<file path="src/common/scd_cfg.svh">
// Constants of the speech command decoder: field positions, reset values, timing
`ifndef SCD_CFG_SVH
`define SCD_CFG_SVH
`define SCD_CLK_NS    8
`define SCD_UNIT_NS   16384000
`define SCD_OPT_RST   3'h0
`define SCD_CMD_RST   7'h60
`define SCD_LVL_MIN   2'h3
`define SCD_RPT_INF   2'h3
`define SCD_RPT_ONE   2'h0
`define SCD_RPT_TWO   2'h1
`define SCD_B_PATH    3
`define SCD_B_STBY    2
`define SCD_B_AMP     0
`define SCD_B_FADE    4
`define SCD_B_SD      6
`define SCD_B_SCK     5
`define SCD_P_STB     7
`define SCD_P_CMD     8
`define SCD_P_CH      9
`define SCD_PIN_W     10
`define SCD_REG_CTRL  4'h0
`define SCD_REG_STAT  4'h4
`define SCD_CTRL_SER  0
`define SCD_CTRL_EDIT 1
`define SCD_SER_BITS  4'h8
`endif

</file>
<file path="src/common/scd_pkg.sv">
// Types shared by the speech command decoder modules
`include "scd_cfg.svh"
package scd_pkg;
  typedef enum logic [1:0] {
    SCD_K_OPT  = 2'b00,
    SCD_K_SIL  = 2'b01,
    SCD_K_BEEP = 2'b10,
    SCD_K_SPCH = 2'b11
  } scd_kind_e;

  typedef enum logic [1:0] {
    SCD_PB_IDLE = 2'b00,
    SCD_PB_PLAY = 2'b01,
    SCD_PB_SIL  = 2'b10,
    SCD_PB_BEEP = 2'b11
  } scd_pb_e;

  typedef struct packed {
    logic output_path_sel;
    logic standby_conv_sel;
    logic amplitude_sel;
  } scd_opt_s;

  typedef struct packed {
    logic       valid;
    logic       is_cmd;
    logic [6:0] word;
  } scd_word_s;

  typedef struct packed {
    logic       sck_d;
    logic       stb_d;
    logic [7:0] shift;
    logic [3:0] cnt;
    scd_word_s  out;
  } scd_srx_s;

  typedef struct packed {
    logic       start;
    logic       stop;
    logic       chan;
    logic [6:0] addr;
    logic [1:0] lvl;
  } scd_play_s;

  typedef struct packed {
    logic [`SCD_PIN_W-1:0] s1;
    logic [`SCD_PIN_W-1:0] s2;
    logic [`SCD_PIN_W-1:0] s3;
    logic [`SCD_PIN_W-1:0] pin;
    logic                  stb_d;
    logic                  cmd_lat;
    scd_opt_s              opt;
    logic [6:0]            cmd;
    logic                  cmd_ch;
    logic                  port_hi;
    logic                  port_lo;
    scd_pb_e               pb;
    logic                  act_ch;
    logic [6:0]            tmr;
    logic [2:0]            rpt_left;
    logic                  rpt_inf;
    logic                  fade;
    scd_play_s             play;
    logic                  serial_en;
    logic                  edit_en;
    logic                  ack;
    logic [31:0]           rdata;
  } scd_core_s;
endpackage

</file>
<file path="src/core/scd_tick_gen.sv">
// Time unit divider: one-cycle tick per silence or beep time unit
`timescale 1ns/10ps
module scd_tick_gen #(
  parameter int UNIT_CYC = 2048000
) (
  input  wire logic core_clk_i,
  input  wire logic sys_rst_i,
  input  wire logic run_i,
  input  wire logic restart_i,
  output logic      tick_o
);
  import scd_pkg::*;

  localparam int CW = $clog2(UNIT_CYC + 1);
  localparam logic [CW-1:0] LAST = CW'(UNIT_CYC - 1);

  typedef struct packed {
    logic [CW-1:0] cnt;
    logic          tick;
  } scd_tick_s;

  scd_tick_s r_reg;
  scd_tick_s r_next;

  // ----------------------------------------
  // Divider
  // ----------------------------------------
  // Restart aligns the first unit with the load, so a length N lasts N full units
  always_comb begin
    r_next      = r_reg;
    r_next.tick = 1'b0;
    if (restart_i || !run_i) begin
      r_next.cnt = '0;
    end else if (r_reg.cnt == LAST) begin
      r_next.cnt  = '0;
      r_next.tick = 1'b1;
    end else begin
      r_next.cnt = r_reg.cnt + CW'(1);
    end
  end

  always_ff @(posedge core_clk_i) begin
    if (sys_rst_i) begin
      r_reg <= '0;
    end else begin
      r_reg <= r_next;
    end
  end

  assign tick_o = r_reg.tick;
endmodule

</file>
<file path="src/core/scd_serial_rx.sv">
// Serial word receiver: type flag plus seven word bits, closed by strobe rise
`timescale 1ns/10ps
`include "scd_cfg.svh"
module scd_serial_rx (
  input  wire logic         core_clk_i,
  input  wire logic         sys_rst_i,
  input  wire logic         enable_i,
  input  wire logic         sck_i,
  input  wire logic         sd_i,
  input  wire logic         stb_n_i,
  output scd_pkg::scd_word_s word_o
);
  import scd_pkg::*;

  scd_srx_s r_reg;
  scd_srx_s r_next;

  // ----------------------------------------
  // Shifter
  // ----------------------------------------
  // Inputs are already filtered, so edges here are clean
  always_comb begin
    r_next           = r_reg;
    r_next.sck_d     = sck_i;
    r_next.stb_d     = stb_n_i;
    r_next.out.valid = 1'b0;
    if (enable_i && sck_i && !r_reg.sck_d) begin
      r_next.shift = {r_reg.shift[6:0], sd_i};
      if (r_reg.cnt != 4'hF) begin
        r_next.cnt = r_reg.cnt + 4'h1;
      end
    end
    if (enable_i && stb_n_i && !r_reg.stb_d) begin
      r_next.cnt = 4'h0;
      // Short frames are dropped; long ones keep the last eight bits
      if (r_reg.cnt >= `SCD_SER_BITS) begin
        r_next.out.valid  = 1'b1;
        r_next.out.is_cmd = r_reg.shift[7];
        r_next.out.word   = r_reg.shift[6:0];
      end
    end
  end

  always_ff @(posedge core_clk_i) begin
    if (sys_rst_i) begin
      // Edge memories start at the synchronised pin level, so no false edge follows reset
      r_reg       <= '0;
      r_reg.sck_d <= 1'b1;
      r_reg.stb_d <= 1'b1;
    end else begin
      r_reg <= r_next;
    end
  end

  assign word_o = r_reg.out;
endmodule

</file>
<file path="src/core/scd_core.sv">
// Command and address decoder of a two-channel speech playback device
// Behaviour
// - Power-up options: filtered output, standby conversion on, full swing.
// - Reset low returns all options to power-up defaults; here sys_rst_i resets on high.
// - Option bits: I3 output path, I2 standby conversion, I0 amplitude.
// - Top bits decode: 000 option, 01x silence, 100 beep, 11 speech.
// - Stored command word starts as speech control with zero parameters.
// - Options stay unchanged until the next option command, power off or reset.
// - Serial first bit high means command word, low means address.
// - Silence length is address value times 16.384 ms, at most 127.
// - Silence ignores I4, I1, I0; channel taken at command write.
// - Serial mode ports follow silence I3, I2; low after reset.
// - Beep I3..I2 set amplitude: eighth, quarter, third, half.
// - Beep I1..I0 set tone: 0.5, 1.0, 1.6, 2.0 kHz.
// - Beep duration is next address value times 16.384 ms.
// - One speech control setting shared by both channels, kept.
// - Speech I3..I2 repeat count: once, twice, four, endless.
// - Fade halves volume per repeat, floor one eighth.
// - Edit table in use: channel one command writes are ignored.
// - Speech I1..I0 attenuation: none, -6, -12, -18 dB.
// - All-zero address during playback stops and mutes to mid-supply.
// - Address after port command without speech command is silence length.
// - Parallel command only when command select low during strobe low.
`timescale 1ns/10ps
`include "scd_cfg.svh"
module scd_core #(
  parameter int UNIT_CYC = `SCD_UNIT_NS / `SCD_CLK_NS
) (
  input  wire logic          core_clk_i,
  input  wire logic          sys_rst_i,
  input  wire logic [6:0]    word_i,
  input  wire logic          start_strobe_n_i,
  input  wire logic          cmd_sel_n_i,
  input  wire logic          channel_select_i,
  input  wire logic          phrase_end_i,
  output logic               host_port_out_hi_o,
  output logic               host_port_out_hi_oe_o,
  output logic               host_port_out_lo_o,
  output logic               host_port_out_lo_oe_o,
  output logic               next_address_request_o,
  output logic               speaking_n_o,
  output scd_pkg::scd_opt_s  options_o,
  output scd_pkg::scd_play_s play_o,
  output logic               silence_on_o,
  output logic               beep_on_o,
  output logic [1:0]         beep_level_o,
  output logic [1:0]         beep_freq_o,
  input  wire logic [3:0]    avs_address_i,
  input  wire logic          avs_read_i,
  input  wire logic          avs_write_i,
  input  wire logic [31:0]   avs_writedata_i,
  input  wire logic [3:0]    avs_byteenable_i,
  output logic [31:0]        avs_readdata_o,
  output logic               avs_waitrequest_o
);
  import scd_pkg::*;

  scd_core_s r_reg;
  scd_core_s r_next;
  scd_word_s srx_word;
  scd_word_s ev;
  scd_kind_e kind;
  logic      kind_ok;
  logic      blocked;
  logic      tick;
  logic      tmr_load;
  logic      bus_req;
  logic      stb_rise;

  // ----------------------------------------
  // Helpers
  // ----------------------------------------
  scd_serial_rx u_srx (
    .core_clk_i (core_clk_i),
    .sys_rst_i  (sys_rst_i),
    .enable_i   (r_reg.serial_en),
    .sck_i      (r_reg.pin[`SCD_B_SCK]),
    .sd_i       (r_reg.pin[`SCD_B_SD]),
    .stb_n_i    (r_reg.pin[`SCD_P_STB]),
    .word_o     (srx_word)
  );

  scd_tick_gen #(
    .UNIT_CYC (UNIT_CYC)
  ) u_tick (
    .core_clk_i (core_clk_i),
    .sys_rst_i  (sys_rst_i),
    .run_i      (r_reg.pb == SCD_PB_SIL || r_reg.pb == SCD_PB_BEEP),
    .restart_i  (tmr_load),
    .tick_o     (tick)
  );

  // ----------------------------------------
  // Word source
  // ----------------------------------------
  // Parallel words are taken at strobe rise, kind fixed while strobe was low
  assign stb_rise = r_reg.pin[`SCD_P_STB] && !r_reg.stb_d;

  always_comb begin
    if (r_reg.serial_en) begin
      ev = srx_word;
    end else begin
      ev.valid  = stb_rise;
      ev.is_cmd = r_reg.cmd_lat;
      ev.word   = r_reg.pin[6:0];
    end
  end

  assign kind    = scd_kind_e'(ev.word[6:5]);
  assign kind_ok = ev.word[5] || !ev.word[4];
  assign blocked = r_reg.edit_en && r_reg.pin[`SCD_P_CH];
  assign tmr_load = ev.valid && !ev.is_cmd && ev.word != 7'h00
                    && (r_reg.cmd[6:5] == SCD_K_SIL || r_reg.cmd[6:5] == SCD_K_BEEP);
  assign bus_req = avs_read_i || avs_write_i;

  // ----------------------------------------
  // Next state
  // ----------------------------------------
  always_comb begin
    r_next            = r_reg;
    r_next.s1         = {channel_select_i, cmd_sel_n_i, start_strobe_n_i, word_i};
    r_next.s2         = r_reg.s1;
    r_next.s3         = r_reg.s2;
    // A pin changes once the second and third stages agree
    r_next.pin        = (r_reg.s2 & r_reg.s3) | (r_reg.pin & (r_reg.s2 | r_reg.s3));
    r_next.stb_d      = r_reg.pin[`SCD_P_STB];
    r_next.play.start = 1'b0;
    r_next.play.stop  = 1'b0;
    if (!r_reg.pin[`SCD_P_STB] && !r_reg.pin[`SCD_P_CMD]) begin
      r_next.cmd_lat = 1'b1;
    end else if (stb_rise) begin
      r_next.cmd_lat = 1'b0;
    end

    // Commands
    if (ev.valid && ev.is_cmd && !blocked && kind_ok) begin
      r_next.cmd = ev.word;
      case (kind)
        SCD_K_OPT: begin
          r_next.opt.output_path_sel  = ev.word[`SCD_B_PATH];
          r_next.opt.standby_conv_sel = ev.word[`SCD_B_STBY];
          r_next.opt.amplitude_sel    = ev.word[`SCD_B_AMP];
        end
        SCD_K_SIL: begin
          r_next.cmd_ch = r_reg.pin[`SCD_P_CH];
          if (r_reg.serial_en) begin
            r_next.port_hi = ev.word[3];
            r_next.port_lo = ev.word[2];
          end
        end
        default: begin
          r_next.cmd_ch = r_reg.pin[`SCD_P_CH];
        end
      endcase
    end

    // Addresses
    if (ev.valid && !ev.is_cmd) begin
      if (ev.word == 7'h00) begin
        if (r_reg.pb != SCD_PB_IDLE) begin
          r_next.pb        = SCD_PB_IDLE;
          r_next.play.stop = 1'b1;
          r_next.tmr       = 7'h00;
        end
      end else begin
        case (scd_kind_e'(r_reg.cmd[6:5]))
          SCD_K_SIL: begin
            r_next.pb     = SCD_PB_SIL;
            r_next.tmr    = ev.word;
            r_next.act_ch = r_reg.cmd_ch;
          end
          SCD_K_BEEP: begin
            r_next.pb     = SCD_PB_BEEP;
            r_next.tmr    = ev.word;
            r_next.act_ch = r_reg.cmd_ch;
          end
          SCD_K_SPCH: begin
            r_next.pb         = SCD_PB_PLAY;
            r_next.act_ch     = r_reg.pin[`SCD_P_CH];
            r_next.play.start = 1'b1;
            r_next.play.chan  = r_reg.pin[`SCD_P_CH];
            r_next.play.addr  = ev.word;
            r_next.play.lvl   = r_reg.cmd[1:0];
            r_next.fade       = r_reg.cmd[`SCD_B_FADE];
            r_next.rpt_inf    = r_reg.cmd[3:2] == `SCD_RPT_INF;
            case (r_reg.cmd[3:2])
              `SCD_RPT_ONE: r_next.rpt_left = 3'h1;
              `SCD_RPT_TWO: r_next.rpt_left = 3'h2;
              default:      r_next.rpt_left = 3'h4;
            endcase
          end
          default: begin
            // Address right after an option command starts nothing
            r_next.pb = r_reg.pb;
          end
        endcase
      end
    end else if (tick && (r_reg.pb == SCD_PB_SIL || r_reg.pb == SCD_PB_BEEP)) begin
      r_next.tmr = r_reg.tmr - 7'h1;
      if (r_reg.tmr <= 7'h1) begin
        r_next.pb = SCD_PB_IDLE;
      end
    end else if (phrase_end_i && r_reg.pb == SCD_PB_PLAY) begin
      if (r_reg.rpt_inf || r_reg.rpt_left > 3'h1) begin
        r_next.play.start = 1'b1;
        if (!r_reg.rpt_inf) begin
          r_next.rpt_left = r_reg.rpt_left - 3'h1;
        end
        if (r_reg.fade && r_reg.play.lvl != `SCD_LVL_MIN) begin
          r_next.play.lvl = r_reg.play.lvl + 2'h1;
        end
      end else begin
        r_next.pb = SCD_PB_IDLE;
      end
    end

    // Register slave, one wait cycle per access
    r_next.ack = bus_req && !r_reg.ack;
    if (bus_req && !r_reg.ack) begin
      case (avs_address_i)
        `SCD_REG_CTRL: r_next.rdata = {30'h0, r_reg.edit_en, r_reg.serial_en};
        `SCD_REG_STAT: r_next.rdata = {16'h0, r_reg.play.lvl, r_reg.pb, r_reg.port_hi,
                                       r_reg.port_lo, r_reg.cmd, r_reg.opt};
        default:       r_next.rdata = 32'h0;
      endcase
    end
    if (avs_write_i && r_reg.ack && avs_address_i == `SCD_REG_CTRL && avs_byteenable_i[0]) begin
      r_next.serial_en = avs_writedata_i[`SCD_CTRL_SER];
      r_next.edit_en   = avs_writedata_i[`SCD_CTRL_EDIT];
    end
  end

  // ----------------------------------------
  // State register
  // ----------------------------------------
  always_ff @(posedge core_clk_i) begin
    if (sys_rst_i) begin
      r_reg          <= '0;
      r_reg.s1       <= '1;
      r_reg.s2       <= '1;
      r_reg.s3       <= '1;
      r_reg.pin      <= '1;
      r_reg.stb_d    <= 1'b1;
      r_reg.opt      <= `SCD_OPT_RST;
      r_reg.cmd      <= `SCD_CMD_RST;
      r_reg.port_hi  <= 1'b0;
      r_reg.port_lo  <= 1'b0;
      r_reg.pb       <= SCD_PB_IDLE;
      r_reg.rpt_left <= 3'h1;
    end else begin
      r_reg <= r_next;
    end
  end

  // ----------------------------------------
  // Outputs
  // ----------------------------------------
  assign host_port_out_hi_o     = r_reg.port_hi;
  assign host_port_out_lo_o     = r_reg.port_lo;
  assign host_port_out_hi_oe_o  = r_reg.serial_en;
  assign host_port_out_lo_oe_o  = r_reg.serial_en;
  assign next_address_request_o = !(r_reg.pb != SCD_PB_IDLE
                                    && r_reg.act_ch == r_reg.pin[`SCD_P_CH]);
  assign speaking_n_o           = r_reg.pb == SCD_PB_IDLE;
  assign options_o              = r_reg.opt;
  assign play_o                 = r_reg.play;
  assign silence_on_o           = r_reg.pb == SCD_PB_SIL;
  assign beep_on_o              = r_reg.pb == SCD_PB_BEEP;
  assign beep_level_o           = r_reg.cmd[3:2];
  assign beep_freq_o            = r_reg.cmd[1:0];
  assign avs_readdata_o         = r_reg.rdata;
  assign avs_waitrequest_o      = bus_req && !r_reg.ack;
endmodule

</file>
<file path="config.mk">
export PLATFORM = sky130hd
export DESIGN_NAME = scd_core
export DESIGN_NICKNAME = d
export VERILOG_FILES = /design/src/common/scd_pkg.sv /design/src/core/scd_tick_gen.sv /design/src/core/scd_serial_rx.sv /design/src/core/scd_core.sv
export VERILOG_INCLUDE_DIRS = /design/src /design/src/common
export SDC_FILE = /design/constraint.sdc
export NUM_CORES = 1
export LEC_CHECK = 0
export ABC_AREA = 1
export BUFFER_PORTS_ARGS = -buffer_cell sky130_fd_sc_hd__buf_2
export CAP_MARGIN = 20
export CORE_MARGIN = 4
export CORE_UTILIZATION = 31
export CTS_CLUSTER_SIZE = 30
export DETAILED_ROUTE_END_ITERATION = 16
export GPL_ROUTABILITY_DRIVEN = 0
export HOLD_SLACK_MARGIN = 0.12
export PLACE_DENSITY = 0.59
export SYNTH_ARGS = -nofsm -noshare
export SYNTH_HDL_FRONTEND = slang
export SYNTH_SLANG_ARGS = --single-unit
export TNS_END_PERCENT = 30
</file>
<file path="constraint.sdc">
create_clock -name core_clk_i -period 2 [get_ports core_clk_i]
set_input_delay 0.3 -clock core_clk_i [delete_from_list [all_inputs] [get_ports core_clk_i]]
set_output_delay 0.3 -clock core_clk_i [all_outputs]
set_load 0.03 [all_outputs]
</file>
After elaboration in Yosys (flattened, before gate mapping)
Cells that the tools add are included.
Word-level totals
  output and inout bits: 60
  input port bits: 55
  register bits after elaboration: 161
  logic and storage cells: 182
Cells by class
  $add $sub $neg: 5
  magnitude comparators: 3
  eq/ne operators: 23
  reduce and logical (&&, ||, !) cells: 68
  bitwise gates (word level): 8
  mux-type cells: 39
Operator list (number)
  $pmux W16 S2: 1
  $mux W2: 14
  $mux W7: 4
  $add A21 B1 Y21 const B: 1
  $eq A21 B21 Y1 const B: 1
  $logic_and A1 B1 Y1: 21
  $and A10 B10 Y10: 2
  $or A10 B10 Y10: 2
  $mux W9: 2
  $reduce_bool A2 Y1: 7
  $mux W3: 4
  $mux W6: 2
  $reduce_and A3 Y1: 4
  $reduce_and A6 Y1: 2
  $eq A2 B2 Y1 const B: 5
  $logic_not A1 Y1: 10
  $mux W10: 1
  $ne A3 B2 Y1 const B: 3
  $eq A2 B1 Y1 const B: 4
  $mux W1: 8
  $reduce_and A2 Y1: 4
  $reduce_or A2 Y1: 4
  $le A7 B1 Y1 const B: 1
  $logic_not A7 Y1: 1
  other kinds (24): 38

Longest topological paths before layout
Gate-level depths: netlist of the first run.
  depth in word-level cells: 9
  gate-level depth with buffers: 13

Cells and area by module
Synthesis of the first run repeated with hierarchy kept, for this count alone.
Unflattened totals
  cells, all modules: 889
  area, all modules: 6764.0 sq um
By module, submodules not included
  scd_core: cells each 608, instances 1, area an instance 4659.5 sq um, seq. area each 2021.9 sq um
  scd_tick_gen: cells each 161, instances 1, area an instance 1136.1 sq um, seq. area each 440.4 sq um
  scd_serial_rx: cells each 120, instances 1, area an instance 968.4 sq um, seq. area each 460.4 sq um

Least setup slack after synthesis of the first run
Ideal clock, no wire load.
  kind: flip-flop to flip-flop
  start: reg r_reg, in the netlist host_port_out_hi_oe_o
  end: reg u_tick.r_reg[13] (netlist name)
  data required time: 1.879 ns
  period minus slack after synthesis: 1.865 ns
  path buffers: 2
  library setup time: 0.121 ns
  slack: 0.135 ns
  arrival: 1.744 ns
  cell stages (with the launch flop): 14
  cell sequence: dfxtp_1 > inv_2 > buf_6 > nand2_1 > nand2_2 > nand2_1 > nor2_4 > nand2_8 > nand2_2 > o21ai_2 > inv_2 > nand2_4 > buf_12 > nor2_4
On the way
  word-level cells in the longest chain between the ends: 7
  elaborated cells on any way between the ends: 8
  those cells by class: mux: 1; reduce/logical: 7
Ends and longest elaborated chain
  start, declared: RTL line scd_core.sv:58  | scd_core_s r_reg;
  start signal, assigned: RTL line scd_core.sv:251  | r_reg <= r_next;
  $mux W9 *: RTL line scd_core.sv:100  | if (r_reg.serial_en) begin
  parallel branches: the longest is 2 deep, another holds $reduce_bool A7 Y1
  $logic_and A1 B1 Y1 *: RTL line scd_core.sv:112  | assign tmr_load = ev.valid && !ev.is_cmd && ev.word != 7'h00
  $logic_and A1 B1 Y1 *: RTL line scd_core.sv:113  | && (r_reg.cmd[6:5] == SCD_K_SIL || r_reg.cmd[6:5] == SCD_K_BEEP);
  $logic_or A1 B1 Y1 *: RTL line scd_tick_gen.sv:32  | if (restart_i || !run_i) begin
  $reduce_or A3 Y1 (no line) *
  end signal, assigned: RTL line scd_tick_gen.sv:46  | r_reg <= r_next;
  end, declared: RTL line scd_tick_gen.sv:22  | scd_tick_s r_reg;
Every way passes the cells marked *.
A chain may end at the register's enable or synchronous reset.

Worst setup path after layout of the first run
  start: reg r_reg, in the netlist host_port_out_hi_oe_o
  end: reg r_reg[56] (netlist name)
On the way
  word-level cells in the longest chain between the ends: 5
  elaborated cells on any way between the ends: 11
  those cells by class: eq/ne: 2; mux: 4; reduce/logical: 5
Ends and longest elaborated chain (RTL line)
  $mux W9 *: scd_core.sv:100
  parallel branches: the longest is 4 deep, another holds $logic_not A7 Y1
Every way passes the cells marked *. The select of a mux whose other input is x is not followed.

==> results of run 1 <==
-- repair_timing --
action                                  in CTS  in global routing
hold endpoints to repair                    10                  0
endpoints found under the setup margin       0                 37
resized for setup                            0                  2
hold buffers                                10                  0
-- critical path, stage by stage (launching register included) --
cell,delay (ns)
dfxtp_1,0.34
inv_2,0.21
nand3_1,0.18
nand2_1,0.14
nand2_2,0.20
nand2_1,0.15
a21boi_4,0.29
nand2_1,0.10
nor2_1,0.09
nor2_1,0.05
-- per-stage QoR --
| stage | cells | setup TNS, ns | power (W) | hold WS (ns) |
|---|---|---|---|---|
| after global routing | 1203 | -0.354 | 0.00652 | 0.183 |
| after global placement | 1161 | 0 | 0.00321 | 0.393 |
| after detailed placement | 1161 | 0 | 0.00321 | 0.394 |
| after CTS | 1203 | 0 | 0.00636 | 0.137 |
| after floorplan | 875 | 0 | 0.00317 | 0.389 |
| final | 1203 | 0 | 0.00628 | 0.156 |
-- cells by family after synthesis --
logic type / count (synthesis) / synth area share
AND/OR/NAND/NOR: 376 / 0.278
adder cells (fa/ha/maj): 12 / 0.0222
buffers and inverters: 170 / 0.132
XOR/XNOR: 19 / 0.0246
AO/OA/AOI/OAI: 137 / 0.114
other: 1 / 0.000554
flip-flops: 145 / 0.429
-- where the power goes --
group | internal, W | switching [W] | leakage, nW
Sequential | 0.00292 | 0.0000117 | 1.17
Clock | 0.00176 | 0.00136 | 0.279
Combinational | 0.0000796 | 0.000153 | 1.82
-- worst min path at each step --
stage | start | endpoint | slack [ns]
floorplan | r_next[97] | r_next[87] | 0.39
global placement | r_next[97] | r_next[87] | 0.39
detailed placement | r_next[103] | r_next[93] | 0.39
CTS | avs_writedata_i[1] | r_reg[33] | 0.14
global route | avs_writedata_i[1] | r_reg[33] | 0.18
finish | avs_writedata_i[1] | r_reg[33] | 0.16
-- synth_stat cells, types with 3 or more instances --
cell type	n
dfxtp_1	145
ha_1	12
clkbuf_1	15
nor4_1	3
o21ai_0	61
nand2_1	143
o21ai_1	4
nand4_1	11
buf_4	54
nand2_2	12
inv_1	87
nand3b_1	7
a211oi_2	5
nand3_1	42
nor2_4	22
or2_2	32
a21oi_1	55
buf_2	4
xnor2_1	6
nand2_4	3
nor2_1	90
xor2_1	13
inv_2	3
nor3_1	7
-- per-layer routing --
| metal | vias to the layer above | track usage | part of all wire |
|---|---|---|---|
| met5 | - | 0 | 0 |
| met4 | 0 | 0.0446 | 0.013 |
| met3 | 20 | 0.0297 | 0.042 |
| met2 | 90 | 0.208 | 0.48 |
| met1 | 2353 | 0.149 | 0.46 |
| li1 | 2788 | - | - |
-- cells in the final DEF, fill, tap and decap left out, types with 4 or more instances in the layout --
cell type / count
xnor2_1: 6
buf_4: 21
dlygate4sd3_1: 10
nand2_1: 143
dfxtp_1: 145
conb_1: 16
o21ai_1: 4
nor2_4: 22
nor3_1: 6
ha_1: 12
xor2_1: 13
buf_2: 65
nand3b_1: 7
a211oi_2: 5
inv_1: 87
clkbuf_16: 17
nor2_1: 90
nand4_1: 11
a21oi_1: 55
inv_8: 4
or2_2: 32
nand3_1: 42
o21ai_0: 61
nand2_2: 12
-- cell type report --
cell class / count / area share
Timing Repair Buffer: 99 / 0.0819
Inverter: 92 / 0.0443
Tap cell: 275 / 0.0438
Sequential cell: 145 / 0.369
Clock inverter: 13 / 0.0186
Multi-Input combinational cell: 560 / 0.387
Clock buffer: 19 / 0.0551
==> impl_metrics.yaml, run 1 <==
yosys:
  synth_top_cell_area_share: 0.429
  ys_seq_area_frac: 0.429
  synth_edf_count: 0
  ys_async_sr_fraction: 0
  synth_flop_cell: "dfxtp_1"
  synth_area_mm2: 0.00677
  ys_warn_count: 0
  syn_inst: 860
  synth.area.top_cells: "dfxtp_1, nand2_1, buf_4"
  synth_cell_type_count: 42
  synth.avg_cell_area_um2: 7.87
  ys_ff_latch: 145
  synth_top_cell_by_area: "dfxtp_1"
timing:
  setup_ws_ns: 0.137
  timing.fmax_mhz: 537
  fin_crit_ns: 1.86
  rsz0062_at_grt: "yes"
  fin_worst_skew_ns: 0.0105
  fin_crit_sh: 0.932
  setup_violations: 0
  drv_slew: 0
  hold_viol: 0
cts:
  clk_pin_slew_ns: 0.07
  cts_buffers: 17
  cts_root_buf: "clkbuf_16"
  clockBufferDepth: 2
  clock-sinks: 145
  cts_tree: "done"
  cts_setup_buffers: 0
  clk_latency_ns: 0.43
  htree_levels: 4
routing:
  ant_nets: 0
  drc: 0
  firstDrtPassIters: 4
  drt-initial-drc-count: 260
  vias_per_cell: 4.36
  wl_per_cell_um: 11.9
  wl_mm: 14.3
  vias: 5251
place:
  place_area_mm2: 0.00716
  dp_slack_ns: 0.0515
  place_hpwl_mm: 10.5
  io_buffer_count: 65
worst_setup_path:
  startpoint_type: "register"
  end_kind: "register"
  cp_max_fo: 14
  cp_data_arrival_time_ns: 2.19
  r2r_end: "r_reg[56]"
  cp-endpoint: "r_reg[56]"
  cp-startpoint: "host_port_out_hi_oe_o"
  rrSetupSlack_ns: 0.14
  rr_worst_depth: 9
  crit_required_ns: 2.32
  critPathKind: "register to register"
  r2r-start: "host_port_out_hi_oe_o"
cells_and_area:
  nNetsFinal: 982
  largest_reg_flops: 42
  area_delta_synth_final_pct: 16.1
  diodes: 0
  multi_input_area_mm2: 0.00304
  seq_area_mm2: 0.00290
  drive_gt1_frac: 0.223
  design_area_mm2: 0.00786
  fill_cells: 2223
  final_util: 0.370
floorplan:
  ios: 115
  start_util: 0.319
  rows: 53
  core_area_mm2: 0.0212
  die-area_mm2: 0.0243
  die_x_um: 156
  die_h_um: 156
min_path:
  min_path_cells: 3
  hold_path.class: "input pin to register"
pwr:
  cellLeakagePower_nw: 3.27
  power.density_mw_per_mm2: 800
  ir_worst_vdd_v: 0.000598
flow_run:
  cap_viol_max_count: 0
run_status:
  status: "completed"
grt:
  antenna_found_initial: 0
  grt_pass1_vias: 4911
  grt_max_degree: 39
  grt_overflow: 0
  grt_pass1_wl_mm: 23.9
  grtUsageTotal: 0.122
Power figures use the tool's default switching activity.
==> run 2: changes to the inputs <==
--- a/config.mk
+++ b/config.mk
@@ -16,6 +16,8 @@
 export GPL_ROUTABILITY_DRIVEN = 0
 export HOLD_SLACK_MARGIN = 0.12
 export PLACE_DENSITY = 0.59
+export SETUP_SLACK_MARGIN = 0.2
+export SLEW_MARGIN = 20
 export SYNTH_ARGS = -nofsm -noshare
 export SYNTH_HDL_FRONTEND = slang
 export SYNTH_SLANG_ARGS = --single-unit
==> constraint.sdc (replaced) <==
create_clock -name core_clk_i -period 2 [get_ports core_clk_i]
set_input_delay 0.3 -clock core_clk_i [delete_from_list [all_inputs] [get_ports core_clk_i]]
set_output_delay 0.3 -clock core_clk_i [all_outputs]
set_load 0.01 [all_outputs]
==> run 2 against run 1 <==
Net effect:
- combinational power shrank 15%
- sequential share of layout area is 1.3 points lower
- maximum frequency is 2.9% higher
- critical endpoint is now u_tick.r_reg[9]
- highest routed layer unchanged
==> impl_metrics.yaml, run 2 (same netlist as run 1, synthesis figures left out) <==
run_status:
  status: "completed"
routing:
  firstDrtPassIters: 5
  drc: 0
  wl_mm: 15.0
  vias_per_cell: 4.39
  wl_per_cell_um: 12.3
  ant_nets: 0
  drt-initial-drc-count: 279
  vias: 5345
grt:
  antenna_found_initial: 0
  grt_max_degree: 44
  grt_pass1_vias: 4974
  grtUsageTotal: 0.125
  grt_overflow: 0
  grt_pass1_wl_mm: 24.3
floorplan:
  rows: 53
  die-area_mm2: 0.0243
  ios: 115
  start_util: 0.319
  core_area_mm2: 0.0212
  die_h_um: 156
  die_x_um: 156
cells_and_area:
  diodes: 0
  largest_reg_flops: 42
  layout_commonest_cell: "dfxtp_1"
  area_delta_synth_final_pct: 20.4
  mostFrequentLayoutCells: "dfxtp_1, nand2_1, nor2_1"
  drive_gt1_frac: 0.252
  nNetsFinal: 996
worst_setup_path:
  cp_data_arrival_time_ns: 2.12
  cpMostUsedCell: "nand2_4"
  end_kind: "register"
  startpoint_type: "register"
  critPathKind: "register to register"
  slowest_stage: "dfxtp_4"
  crit_required_ns: 2.31
  crit_path_max_incr_delay_ns: 0.37
  rrSetupSlack_ns: 0.19
  r2r_end: "u_tick.r_reg[9]"
  path_cells: "buf_8 -> buf_8 -> nand2_2 -> nand2_4 -> nand2_4 -> nor2_8 -> nand2_8 -> nand2_4 -> o21ai_4 -> inv_2 -> nand2_4 -> clkbuf_16 -> nor2_4"
  cp_max_fo: 8
  rr_worst_depth: 13
  r2r-start: "host_port_out_hi_oe_o"
cts:
  htree_levels: 4
  cts_buffers: 17
  cts_tree: "done"
  cts_root_buf: "clkbuf_16"
  clockBufferDepth: 2
  clk_pin_slew_ns: 0.07
  clk_latency_ns: 0.44
  clock-sinks: 145
pwr:
  power.density_mw_per_mm2: 774
  ir_worst_vdd_v: 0.000618
  cellLeakagePower_nw: 3.45
min_path:
  hold_path_end: "host_port_out_hi_oe_o"
  worstHoldStart: "avs_writedata_i[0]"
  min_path_cells: 3
  hold_path.class: "input pin to register"
place:
  place_hpwl_mm: 10.6
  io_buffer_count: 65
timing:
  rsz0062_at_grt: "yes"
  timing.fmax_mhz: 552
  holdWs_ns: 0.151
  hold_viol: 0
  fin_worst_skew_ns: 0.0215
  fin_crit_ns: 1.81
  setup_violations: 0
  drv_slew: 0
  fin_tns_setup_ns: 0
  fin_crit_sh: 0.905
flow_run:
  cap_viol_max_count: 0
[run 2: cell types whose count changed in the layout (fill, tap and decap cells not counted), moves of 2 or more]
| cell | before | now |
|---|---|---|
| inv_6 | 3 | 6 |
| nand2_1 | 143 | 138 |
| inv_1 | 87 | 85 |
| buf_4 | 21 | 31 |
| nor2_1 | 90 | 87 |
| clkbuf_16 | 17 | 19 |
| buf_8 | 0 | 2 |
| dfxtp_1 | 145 | 143 |
| o21ai_4 | 0 | 2 |
| nor2_2 | 0 | 2 |
| o21ai_2 | 2 | 0 |
| nand2_4 | 3 | 8 |
[run 2: worst max-delay path, delay by kind of cell (launching register included)]
kind / cells / cell delay (ns)
AND/OR/NAND/NOR: 8 / 0.62
AO/OA/AOI/OAI: 1 / 0.16
flip-flops: 1 / 0.37
buffers and inverters: 4 / 0.52
[run 2: cell type report]
cell class / count / area [um^2]
Sequential cell: 145 / 2910
Fill cell: 2174 / 13100
Clock buffer: 18 / 429
Multi-Input combinational cell: 560 / 3150
Clock inverter: 14 / 163
Timing Repair Buffer: 113 / 798
Tap cell: 275 / 344
Inverter: 92 / 354
[run 2: stage by stage]
stage	setup WS, ns	std cells	total power (W)	utilization	cell area (um^2)
final	0.190	1217	0.00630	0.384	8150
after global routing	0.0809	1217	0.00657	0.384	8150
after CTS	0.166	1207	0.00640	0.373	7920
after detailed placement	0.169	1156	0.00318	0.335	7120
after global placement	0.176	1156	0.00317	0.335	7120
after floorplan	0.251	875	0.00313	-	6830
[run 2: per-layer routing]
| layer | GRT usage | vias up | wire, um |
|---|---|---|---|
| li1 | - | 2819 | - |
| met1 | 0.157 | 2421 | 6980 |
| met2 | 0.210 | 95 | 7270 |
| met3 | 0.0316 | 10 | 593 |
| met4 | 0.0392 | 0 | 122 |
| met5 | 0 | - | 0 |
[run 2: how the worst max path moves through the flow]
stage / from / endpoint / slack [ns] / depth (start not counted)
2_1_floorplan: u_tick.r_reg[1] / u_tick.r_reg[13] / 0.25 / 9
3_3_place_gp: u_tick.r_reg[2] / u_tick.r_reg[17] / 0.18 / 9
3_5_place_dp: host_port_out_hi_oe_o / r_reg[54] / 0.17 / 10
4_1_cts: r_reg[61] / next_address_request_o / 0.17 / 4
5_1_grt: u_tick.r_reg[4] / u_tick.r_reg[9] / 0.08 / 8
6_report: host_port_out_hi_oe_o / u_tick.r_reg[9] / 0.19 / 13
[run 2: power breakdown]
part           internal (W)  switching [W]  total, W
logic             0.0000763       0.000120  0.000197
clock network       0.00178        0.00139   0.00318
registers           0.00292      0.0000110   0.00293
[run 2: repair_timing]
item                                   CTS  global route
endpoints found under the hold margin   10             0
hold buffers                            10             0
gates resized for setup                 12            25
gates cloned                             0             2
buffers inserted                         9             8
pin swaps                                8            13
setup endpoints to repair               41            50
